<file path="config.mk">
export PLATFORM = sky130hd
export DESIGN_NAME = tsel_top
export DESIGN_NICKNAME = d
export VERILOG_FILES = /design/src/design/tsel_pkg.sv /design/src/design/tsel_top.sv
export SDC_FILE = /design/constraint.sdc
export NUM_CORES = 2
export LEC_CHECK = 0
export BUFFER_PORTS_ARGS = -buffer_cell sky130_fd_sc_hd__buf_2
export CAP_MARGIN = 20
export CORE_ASPECT_RATIO = 0.9
export CORE_MARGIN = 2
export CORE_UTILIZATION = 38
export CTS_BUF_LIST = sky130_fd_sc_hd__clkbuf_4 sky130_fd_sc_hd__clkbuf_8 sky130_fd_sc_hd__clkbuf_16
export CTS_CLUSTER_SIZE = 12
export DETAILED_ROUTE_END_ITERATION = 8
export HOLD_SLACK_MARGIN = 0.08
export PLACE_DENSITY = 0.62
export SLEW_MARGIN = 20
export SYNTH_ARGS = -nofsm -noshare
export SYNTH_HDL_FRONTEND = slang
export SYNTH_SLANG_ARGS = --single-unit
</file>
<file path="constraint.sdc">
create_clock -name sys_clk_in -period 7.1 [get_ports sys_clk_in]
set_input_delay 0.71 -clock sys_clk_in [delete_from_list [all_inputs] [get_ports sys_clk_in]]
set_output_delay 0.71 -clock sys_clk_in [all_outputs]
set_load 0.02 [all_outputs]
</file>
<file path="src/design/tsel_pkg.sv">
// package for the tariff selector: offsets, fields, reset values, types
package tsel_pkg;
	localparam logic [7:0] TSEL_ADDR_CTRL = 8'h00;
	localparam logic [7:0] TSEL_ADDR_STATUS = 8'h04;
	localparam logic [7:0] TSEL_ADDR_SAVE = 8'h08;
	localparam logic [7:0] TSEL_ADDR_CMD = 8'h0c;
	localparam logic [7:0] TSEL_ADDR_SLOT = 8'h10;
	localparam logic [7:0] TSEL_ADDR_ACC = 8'h30;
	localparam int TSEL_NSLOT = 4;
	localparam logic [10:0] TSEL_MIN_PER_DAY = 11'h5a0;
	localparam logic [10:0] TSEL_MIN_PER_HOUR = 11'h03c;
	localparam logic [3:0] TSEL_MONTH_MIN = 4'h1;
	localparam logic [3:0] TSEL_MONTH_MAX = 4'hc;
	localparam logic [4:0] TSEL_DAY_MIN = 5'h01;
	localparam logic [4:0] TSEL_DAY_MAX = 5'h1f;
	localparam int TSEL_CTRL_MODE_LSB = 0;
	localparam int TSEL_CTRL_TWO_BIT = 4;
	localparam int TSEL_CTRL_ENC_BIT = 5;
	localparam int TSEL_CTRL_CNT_LSB = 8;
	localparam int TSEL_CMD_EN_BIT = 4;
	localparam logic [2:0] TSEL_CNT_RST = 3'h1;
	localparam logic [6:0] TSEL_MASK_ALL = 7'h7f;
	localparam logic [6:0] TSEL_MASK_WEEKDAY = 7'h1f;
	localparam logic [6:0] TSEL_MASK_WEEKEND = 7'h60;

	typedef enum logic [1:0] {
		TSEL_MODE_CMD = 2'b00,
		TSEL_MODE_TOD = 2'b01,
		TSEL_MODE_INPUT = 2'b10
	} tsel_mode_e;

	typedef enum logic [3:0] {
		TSEL_DAY_OFF = 4'h0,
		TSEL_DAY_EVERY = 4'h1,
		TSEL_DAY_WEEKDAY = 4'h2,
		TSEL_DAY_WEEKEND = 4'h3,
		TSEL_DAY_MON = 4'h4,
		TSEL_DAY_SUN = 4'ha
	} tsel_day_e;

	typedef enum logic {
		TSEL_BUS_IDLE = 1'b0,
		TSEL_BUS_ACK = 1'b1
	} tsel_bus_e;

	// one schedule slot, word 0 then word 1
	typedef struct packed {
		logic [3:0] day_type;
		logic [10:0] end_min;
		logic [10:0] start_min;
		logic [3:0] end_month;
		logic [4:0] end_day;
		logic [3:0] start_month;
		logic [4:0] start_day;
	} tsel_slot_s;

	typedef struct packed {
		logic [1:0] mode;
		logic two_inputs;
		logic second_enc;
		logic [2:0] count;
	} tsel_ctrl_s;

	typedef struct packed {
		logic [1:0] tariff;
		logic enable;
	} tsel_cmd_s;
endpackage

</file>
<file path="src/design/tsel_top.sv">
// tariff selector: command, time-of-day and input modes with an avalon slave
// Operation
// - tariff code is binary {input 2, input 1}, inactive 0, active 1.
// - input mode is refused while input 1 holds an exclusive association.
// - an exclusively associated input is never used for tariff selection.
// - inputs needed: one for one or two tariffs, two for three or four tariffs; second encoding gives one tariff on one input, three on two.
// - first encoding: 00 is first tariff, input 1 alone second tariff.
// - second encoding: 00 none, input 1 first tariff, input 2 second.
// - input mode takes the tariff only from present input status.
// - command mode applies the commanded tariff until another command.
// - time-of-day mode matches day type, time and date per slot.
// - weekday comes from the clock; february 29 is a valid date.
// - end minute is inclusive through second 59.
// - day types everyday, weekday, weekend, one weekday; only everyday wraps midnight.
// - months 1 to 12, days 1 to 31.
// - schedules are checked on save; overlapping periods raise conflict.
// - four independent time-of-day slots.
// - more than two tariffs only when input 2 is free.
// - tariff count is capped by the number of usable inputs.
// - a setting holds whether one or two inputs select the tariff.
// - start time equal to end time disables the slot.
// - same month needs start day before end day.
// - energy accumulates only into the active tariff's accumulator.
`timescale 1ns/1ps
`default_nettype none
module tsel_top
	import tsel_pkg::*;
(
	input wire logic sys_clk_in,
	input wire logic srst_in,
	input wire logic [7:0] avs_address_in,
	input wire logic avs_read_in,
	input wire logic avs_write_in,
	input wire logic [31:0] avs_writedata_in,
	output logic [31:0] avs_readdata_out,
	output logic avs_waitrequest_out,
	input wire logic din1_in,
	input wire logic din2_in,
	input wire logic din1_exclusive_in,
	input wire logic din2_exclusive_in,
	input wire logic [4:0] rtc_hour_in,
	input wire logic [5:0] rtc_minute_in,
	input wire logic [3:0] rtc_month_in,
	input wire logic [4:0] rtc_day_in,
	input wire logic [2:0] rtc_weekday_in,
	input wire logic energy_pulse_in,
	output logic [1:0] active_tariff_out,
	output logic tariff_valid_out,
	output logic [3:0] acc_strobe_out,
	output logic conflict_out
);
	function automatic logic [6:0] day_mask(input logic [3:0] t);
		logic [6:0] m;
		m = 7'h00;
		case (t)
			TSEL_DAY_EVERY: m = TSEL_MASK_ALL;
			TSEL_DAY_WEEKDAY: m = TSEL_MASK_WEEKDAY;
			TSEL_DAY_WEEKEND: m = TSEL_MASK_WEEKEND;
			default: begin
				if (t >= TSEL_DAY_MON && t <= TSEL_DAY_SUN) begin
					m = 7'h01 << (t - TSEL_DAY_MON);
				end
			end
		endcase
		return m;
	endfunction

	// circular interval, both ends inclusive
	function automatic logic contains(input logic [10:0] s, input logic [10:0] e,
		input logic [10:0] x);
		return (s <= e) ? (x >= s && x <= e) : (x >= s || x <= e);
	endfunction

	function automatic logic [10:0] date_key(input logic [3:0] mo, input logic [4:0] d);
		return {2'b00, mo, d};
	endfunction

	function automatic logic slot_ok(input tsel_slot_s s);
		logic ok;
		ok = s.day_type != TSEL_DAY_OFF && day_mask(s.day_type) != 7'h00;
		ok = ok && s.start_min < TSEL_MIN_PER_DAY && s.end_min < TSEL_MIN_PER_DAY;
		ok = ok && s.start_min != s.end_min;
		ok = ok && (s.start_min < s.end_min || s.day_type == TSEL_DAY_EVERY);
		ok = ok && s.start_month >= TSEL_MONTH_MIN && s.start_month <= TSEL_MONTH_MAX;
		ok = ok && s.end_month >= TSEL_MONTH_MIN && s.end_month <= TSEL_MONTH_MAX;
		ok = ok && s.start_day >= TSEL_DAY_MIN && s.end_day >= TSEL_DAY_MIN;
		ok = ok && (s.start_month != s.end_month || s.start_day < s.end_day);
		return ok;
	endfunction

	function automatic logic slots_overlap(input tsel_slot_s a, input tsel_slot_s b);
		logic days;
		logic times;
		logic dates;
		days = (day_mask(a.day_type) & day_mask(b.day_type)) != 7'h00;
		times = contains(a.start_min, a.end_min, b.start_min) ||
			contains(b.start_min, b.end_min, a.start_min);
		dates = contains(date_key(a.start_month, a.start_day), date_key(a.end_month, a.end_day),
			date_key(b.start_month, b.start_day)) ||
			contains(date_key(b.start_month, b.start_day), date_key(b.end_month, b.end_day),
			date_key(a.start_month, a.start_day));
		return days && times && dates;
	endfunction

	tsel_bus_e bus_r, bus_nxt;
	logic [31:0] rdata_r, rdata_nxt;
	tsel_ctrl_s ctrl_r, ctrl_nxt;
	tsel_cmd_s cmd_r, cmd_nxt;
	logic mode_err_r, mode_err_nxt;
	tsel_slot_s slot_r [TSEL_NSLOT];
	tsel_slot_s slot_nxt [TSEL_NSLOT];
	logic [3:0] saved_ok_r, saved_ok_nxt;
	logic conflict_r, conflict_nxt;
	logic [31:0] acc_r [TSEL_NSLOT];
	logic [31:0] acc_nxt [TSEL_NSLOT];
	logic [1:0] active_r, active_nxt;
	logic valid_r, valid_nxt;
	logic [3:0] strobe_r, strobe_nxt;
	logic [3:0] ok_w;
	logic [6:0] mask_w [TSEL_NSLOT];
	logic [10:0] cur_min;
	logic [10:0] cur_date;
	logic take;
	logic two_eff;
	logic [1:0] din_code;
	logic [2:0] cap_w;
	logic [2:0] wr_cap;
	logic [2:0] wr_cnt;
	logic wr_two;

	genvar g;
	generate
		for (g = 0; g < TSEL_NSLOT; g++) begin : g_ok
			assign ok_w[g] = slot_ok(slot_r[g]);
			assign mask_w[g] = day_mask(slot_r[g].day_type);
		end
	endgenerate

	assign cur_min = 11'(rtc_hour_in) * TSEL_MIN_PER_HOUR + 11'(rtc_minute_in);
	assign cur_date = date_key(rtc_month_in, rtc_day_in);
	assign take = (avs_read_in || avs_write_in) && bus_r == TSEL_BUS_ACK;
	assign two_eff = ctrl_r.two_inputs && !din2_exclusive_in;
	assign din_code = {din2_in && two_eff, din1_in};
	// first encoding: 2 or 4 tariffs, second: 1 or 3
	assign cap_w = two_eff ? (ctrl_r.second_enc ? 3'h3 : 3'h4)
		: (ctrl_r.second_enc ? 3'h1 : 3'h2);
	assign wr_two = avs_writedata_in[TSEL_CTRL_TWO_BIT] && !din2_exclusive_in;
	assign wr_cap = wr_two ? (avs_writedata_in[TSEL_CTRL_ENC_BIT] ? 3'h3 : 3'h4)
		: (avs_writedata_in[TSEL_CTRL_ENC_BIT] ? 3'h1 : 3'h2);
	assign wr_cnt = avs_writedata_in[TSEL_CTRL_CNT_LSB +: 3];

	// register bus and configuration
	always_comb begin
		bus_nxt = TSEL_BUS_IDLE;
		rdata_nxt = rdata_r;
		ctrl_nxt = ctrl_r;
		cmd_nxt = cmd_r;
		mode_err_nxt = mode_err_r;
		saved_ok_nxt = saved_ok_r;
		conflict_nxt = conflict_r;
		for (int i = 0; i < TSEL_NSLOT; i++) begin
			slot_nxt[i] = slot_r[i];
		end
		if ((avs_read_in || avs_write_in) && bus_r == TSEL_BUS_IDLE) begin
			bus_nxt = TSEL_BUS_ACK;
			rdata_nxt = 32'h0;
			case (avs_address_in)
				TSEL_ADDR_CTRL: rdata_nxt = {21'h0, ctrl_r.count, 2'h0, ctrl_r.second_enc,
					ctrl_r.two_inputs, 2'h0, ctrl_r.mode};
				TSEL_ADDR_STATUS: rdata_nxt = {20'h0, saved_ok_r, 3'h0, mode_err_r,
					conflict_r, valid_r, active_r};
				TSEL_ADDR_CMD: rdata_nxt = {27'h0, cmd_r.enable, 2'h0, cmd_r.tariff};
				default: begin
					for (int i = 0; i < TSEL_NSLOT; i++) begin
						if (avs_address_in == TSEL_ADDR_SLOT + 8'(8 * i)) begin
							rdata_nxt = {slot_r[i].day_type, 1'h0, slot_r[i].end_min,
								5'h0, slot_r[i].start_min};
						end
						if (avs_address_in == TSEL_ADDR_SLOT + 8'(8 * i + 4)) begin
							rdata_nxt = {14'h0, slot_r[i].end_month, slot_r[i].end_day,
								slot_r[i].start_month, slot_r[i].start_day};
						end
						if (avs_address_in == TSEL_ADDR_ACC + 8'(4 * i)) begin
							rdata_nxt = acc_r[i];
						end
					end
				end
			endcase
		end
		if (avs_write_in && take) begin
			case (avs_address_in)
				TSEL_ADDR_CTRL: begin
					if (avs_writedata_in[TSEL_CTRL_MODE_LSB +: 2] == TSEL_MODE_INPUT &&
						din1_exclusive_in) begin
						mode_err_nxt = 1'b1;
					end else if (avs_writedata_in[TSEL_CTRL_MODE_LSB +: 2] != 2'b11) begin
						ctrl_nxt.mode = avs_writedata_in[TSEL_CTRL_MODE_LSB +: 2];
						mode_err_nxt = 1'b0;
					end
					ctrl_nxt.two_inputs = wr_two;
					ctrl_nxt.second_enc = avs_writedata_in[TSEL_CTRL_ENC_BIT];
					ctrl_nxt.count = (wr_cnt == 3'h0) ? TSEL_CNT_RST
						: (wr_cnt > wr_cap) ? wr_cap : wr_cnt;
				end
				TSEL_ADDR_CMD: begin
					cmd_nxt.tariff = avs_writedata_in[1:0];
					cmd_nxt.enable = avs_writedata_in[TSEL_CMD_EN_BIT];
				end
				TSEL_ADDR_SAVE: begin
					saved_ok_nxt = ok_w;
					conflict_nxt = 1'b0;
					for (int i = 0; i < TSEL_NSLOT; i++) begin
						for (int j = i + 1; j < TSEL_NSLOT; j++) begin
							if (ok_w[i] && ok_w[j] && slots_overlap(slot_r[i], slot_r[j])) begin
								conflict_nxt = 1'b1;
							end
						end
					end
				end
				default: begin
					for (int i = 0; i < TSEL_NSLOT; i++) begin
						if (avs_address_in == TSEL_ADDR_SLOT + 8'(8 * i)) begin
							slot_nxt[i].day_type = avs_writedata_in[31:28];
							slot_nxt[i].end_min = avs_writedata_in[26:16];
							slot_nxt[i].start_min = avs_writedata_in[10:0];
							saved_ok_nxt[i] = 1'b0;
						end
						if (avs_address_in == TSEL_ADDR_SLOT + 8'(8 * i + 4)) begin
							slot_nxt[i].end_month = avs_writedata_in[17:14];
							slot_nxt[i].end_day = avs_writedata_in[13:9];
							slot_nxt[i].start_month = avs_writedata_in[8:5];
							slot_nxt[i].start_day = avs_writedata_in[4:0];
							saved_ok_nxt[i] = 1'b0;
						end
					end
				end
			endcase
		end
	end

	always_ff @(posedge sys_clk_in) begin
		if (srst_in) begin
			bus_r <= TSEL_BUS_IDLE;
			rdata_r <= 32'h0;
			ctrl_r <= '{mode: TSEL_MODE_CMD, two_inputs: 1'b0, second_enc: 1'b0,
				count: TSEL_CNT_RST};
			cmd_r <= '0;
			mode_err_r <= 1'b0;
			saved_ok_r <= 4'h0;
			conflict_r <= 1'b0;
			for (int i = 0; i < TSEL_NSLOT; i++) begin
				slot_r[i] <= '0;
			end
		end else begin
			bus_r <= bus_nxt;
			rdata_r <= rdata_nxt;
			ctrl_r <= ctrl_nxt;
			cmd_r <= cmd_nxt;
			mode_err_r <= mode_err_nxt;
			saved_ok_r <= saved_ok_nxt;
			conflict_r <= conflict_nxt;
			for (int i = 0; i < TSEL_NSLOT; i++) begin
				slot_r[i] <= slot_nxt[i];
			end
		end
	end

	// tariff evaluation and accumulation
	always_comb begin
		active_nxt = 2'h0;
		valid_nxt = 1'b0;
		strobe_nxt = 4'h0;
		for (int i = 0; i < TSEL_NSLOT; i++) begin
			acc_nxt[i] = acc_r[i];
		end
		case (ctrl_r.mode)
			TSEL_MODE_CMD: begin
				active_nxt = cmd_r.tariff;
				valid_nxt = cmd_r.enable;
			end
			TSEL_MODE_TOD: begin
				for (int i = TSEL_NSLOT - 1; i >= 0; i--) begin
					if (saved_ok_r[i] && mask_w[i][rtc_weekday_in] &&
						contains(slot_r[i].start_min, slot_r[i].end_min, cur_min) &&
						contains(date_key(slot_r[i].start_month, slot_r[i].start_day),
						date_key(slot_r[i].end_month, slot_r[i].end_day), cur_date)) begin
						active_nxt = 2'(i);
						valid_nxt = 1'b1;
					end
				end
			end
			TSEL_MODE_INPUT: begin
				if (ctrl_r.second_enc) begin
					active_nxt = din_code - 2'h1;
					valid_nxt = din_code != 2'h0;
				end else begin
					active_nxt = din_code;
					valid_nxt = 1'b1;
				end
				if (din1_exclusive_in || {1'b0, active_nxt} >= ctrl_r.count ||
					{1'b0, active_nxt} >= cap_w) begin
					valid_nxt = 1'b0;
				end
			end
			default: begin
				valid_nxt = 1'b0;
			end
		endcase
		if (energy_pulse_in && valid_r) begin
			acc_nxt[active_r] = acc_r[active_r] + 32'h1;
			strobe_nxt[active_r] = 1'b1;
		end
	end

	always_ff @(posedge sys_clk_in) begin
		if (srst_in) begin
			active_r <= 2'h0;
			valid_r <= 1'b0;
			strobe_r <= 4'h0;
			for (int i = 0; i < TSEL_NSLOT; i++) begin
				acc_r[i] <= 32'h0;
			end
		end else begin
			active_r <= active_nxt;
			valid_r <= valid_nxt;
			strobe_r <= strobe_nxt;
			for (int i = 0; i < TSEL_NSLOT; i++) begin
				acc_r[i] <= acc_nxt[i];
			end
		end
	end

	assign avs_readdata_out = rdata_r;
	assign avs_waitrequest_out = (bus_r != TSEL_BUS_ACK);
	assign active_tariff_out = active_r;
	assign tariff_valid_out = valid_r;
	assign acc_strobe_out = strobe_r;
	assign conflict_out = conflict_r;
endmodule
`default_nettype wire

</file>
==> flow_metrics.tcl <==
set metrics [dict create \
    outcome "complete, no violations" \
    antenna_found_initial 8 \
    switching_share_pct 31.6 \
    overflow 0 \
    syn_area_um2 33000 \
    synth_flop_cell "dfxtp_1" \
    vias 33989 \
    fin_tns_setup_ns 0 \
    cts_buffers 39 \
    io_pins 113 \
    core-area_um2 86000 \
    setup.worst_path.start_class "input port" \
    power_density_nw_per_um2 147 \
    gp_congestion 1.03 \
    cts_root_buf "clkbuf_16" \
    cp_max_fo 8 \
    placementRows 102 \
    first_pass_iters 8 \
    postSynthAreaPerCell_um2 7.93 \
    ctsHoldBuffers 0 \
    die-area_um2 89200 \
    grt_usage_pct 31.1 \
    finalNetCount 4933 \
    numClockSinks 360 \
    cts.path.max_buffers 3 \
    io_buffers 111 \
    drv_cap 0 \
    grt_max_degree 123 \
    min_path_type "in -> reg" \
    critPathKind "in -> reg" \
    cp_data_arrival_time_ns 5.68 \
    async_flop_share_pct 0 \
    hold_violations 0 \
    drc 0 \
    switching_power_w 0.00167 \
    cts-resized-gates 0 \
    fin_crit_sh_pct 73.3 \
    cp-end-kind "register" \
    place_hpwl_mm 107 \
    drt-total-wl_mm 144 \
    grt_pass1_wl_mm 209 \
    avgRoutedWirePerCell_um 26.7 \
    skew_ns 0.0242 \
    cts_tree "done" \
    clk_latency_ns 0.59 \
    drt_iter0_markers 4364 \
    leakage_nw 14.2 \
    htree_levels 2 \
    finalNonFillerCells 5385 \
    drive_above_1_share_pct 7.70 \
    initial_utilization_pct 38.4 \
    rsz0062_at_grt "no" \
    power_frac_comb_pct 23.8 \
    fmax_mhz 192 \
    p_int_w 0.00363 \
    cts_setup_buffers 0 \
    required_ns 7.58 \
    power.share.sequential_pct 38.5 \
    final_max_slew_viol_count 0 \
    dp.cells 5313 \
    netlist_instances 4162 \
    synth_nets 4883 \
    avgViaCountPerCell 6.31 \
    synth-seq-area-share_pct 21.8 \
    syn_to_final_growth_pct 9.49 \
    final-setup-viol-count 0 \
    post-route-min-period_ns 5.20 \
    timing.slew.headroom_pct 25.3 \
    die_x_um 315 \
    vdd_drop_max_mv 0.138 \
    first_global_vias 31054 \
    clkTransAtPathRegs_ns 0.06 \
    clkPwrFrac_pct 37.7 \
    ant_nets 0 \
    worst_slew_pin_slew_ns 1.12 \
    ys_warn_count 0 \
    synth_seq_cells 360 \
    synth_edf_count 0 \
    synthDistinctLibCells 98 \
    die_h_um 284 \
    post-route-util_pct 42.0 \
]
-- registers in the layout, indices dropped and copies added (netlist names) --
name / count
bus_r: 1
conflict_out: 1
mode_err_r: 1
saved_ok_r: 4
ctrl_r: 7
slot_r: 176
tariff_valid_out: 1
acc_r: 128
active_tariff_out: 2
avs_readdata_out: 32
acc_strobe_out: 4
cmd_r: 3
-- cells in the final DEF, fill, tap and decap left out, drive strengths merged, types with 21 or more instances in the layout --
master,instances
ha,641
nand2,522
a21oi,410
dfxtp,360
nor2,340
inv,240
o21ai,234
buf,183
a211oi,174
nand3,107
nand4,92
nor3,75
clkbuf,55
o21a,54
nor2b,51
a21o,50
o211ai,46
nand2b,42
a221oi,40
mux4,34
xor2,26
a31oi,24
nor4,23
a311oi,23
xnor2,21
a2111oi,21
-- final timing paths --
check,cells after the start,from,to,slack [ns]
min,3,avs_writedata_in[21],slot_r[1][34],0.40
min reg2reg,2,slot_r[1][32],slot_r[1][32],0.45
max,21,rtc_hour_in[0],tariff_valid_out,1.90
max reg2reg,12,slot_r[3][42],conflict_out,2.56
-- worst max-delay path, stage by stage --
cell       delay, ns
buf_2           0.13
fa_1            0.58
inv_1           0.06
fa_1            0.47
inv_1           0.06
fa_1            0.45
ha_1            0.34
o21ai_0         0.09
nand2b_1        0.12
nand3_1         0.13
xnor2_1         0.16
buf_4           0.21
ha_1            0.34
a22o_1          0.14
nor4_1          0.05
o31a_1          0.30
a41oi_1         0.36
o21ai_0         0.15
o2111ai_1       0.44
nand4_1         0.17
a21o_1          0.20
-- cell usage after synthesis (9+ instances only) --
master	number	share of area [%]
buf_2	10	0.15
xor2_1	26	0.69
nand4_1	92	1.7
xnor2_1	20	0.53
o21bai_1	15	0.34
a31oi_1	24	0.46
nor2b_1	50	0.95
clkbuf_1	148	1.7
o32ai_1	11	0.29
a221oi_1	40	1.1
a21o_1	50	1.1
and3_1	14	0.27
nor2_1	339	3.9
nand2_1	521	5.9
mux4_2	28	1.9
or4_1	13	0.30
a22oi_1	17	0.39
nand3b_1	9	0.20
nor4_1	23	0.44
o21a_1	54	1.2
a222oi_1	20	0.61
nand2b_1	42	0.80
and2_1	14	0.27
a311oi_1	22	0.58
a211o_1	9	0.24
a22o_1	13	0.35
nor3_1	68	1.0
or3_1	12	0.23
a21oi_1	410	6.2
o221ai_1	9	0.24
buf_1	14	0.16
a211oi_1	174	4.0
mux2i_1	17	0.52
ha_1	641	24
o2111ai_1	17	0.45
o22ai_1	12	0.23
o21ai_0	228	3.5
o211ai_1	46	1.0
and4_1	10	0.27
nand3_1	105	1.6
dfxtp_1	360	22
inv_1	239	2.7
a2111oi_0	20	0.53
o31ai_1	18	0.41
-- logic make-up (layout without fill, tap and decap cells) --
| family | Yosys count | count (layout) | share of synthesized area (%) |
|---|---|---|---|
| AO/OA/AOI/OAI | 1270 | 1270 | 24.8 |
| XOR/XNOR | 47 | 47 | 1.27 |
| adder cells (fa/ha/maj) | 657 | 657 | 25.0 |
| buffers and inverters | 415 | 488 | 4.87 |
| flip-flops | 360 | 360 | 21.8 |
| multiplexers | 51 | 51 | 2.91 |
| other | 0 | 6 | 0 |
| AND/OR/NAND/NOR | 1362 | 1362 | 19.2 |
-- metal layers --
metal,vias to the layer above,share of wire [%],track usage (%)
li1,15618,-,-
met1,16036,42,43.5
met2,1933,40,44.4
met3,392,12,7.07
met4,10,5.9,15.4
met5,-,0.14,0
-- power groups by stage --
stage / Sequential [W] / Clock [W] / Combinational (W)
6_report: 0.00204 / 0.00200 / 0.00126
5_1_grt: 0.00204 / 0.00209 / 0.00140
4_1_cts: 0.00204 / 0.00201 / 0.00124
3_5_place_dp: 0.00209 / 0 / 0.00124
3_3_place_gp: 0.00209 / 0 / 0.00122
2_1_floorplan: 0.00210 / 0 / 0.000803
-- area by class of cell --
type	instances	area [µm²]
Clock buffer	53	1110
Sequential cell	360	7210
Clock inverter	11	101
Antenna cell	6	15.0
Inverter	239	897
Tap cell	1144	1430
Multi-Input combinational cell	3387	24200
Timing Repair Buffer	185	1120
Fill cell	8836	49900
-- stage by stage --
stage / setup WS, ns / hold WS (ns) / area [µm²] / total power [W]
2_1_floorplan: 1.95 / 0.436 / 33000 / 0.00290
3_3_place_gp: 1.46 / 0.443 / 34900 / 0.00330
3_5_place_dp: 1.40 / 0.447 / 34900 / 0.00332
4_1_cts: 1.96 / 0.392 / 36100 / 0.00530
5_1_grt: 1.66 / 0.404 / 36100 / 0.00554
6_report: 1.90 / 0.397 / 36100 / 0.00531
No activity file was read; power rests on OpenSTA's default activity.
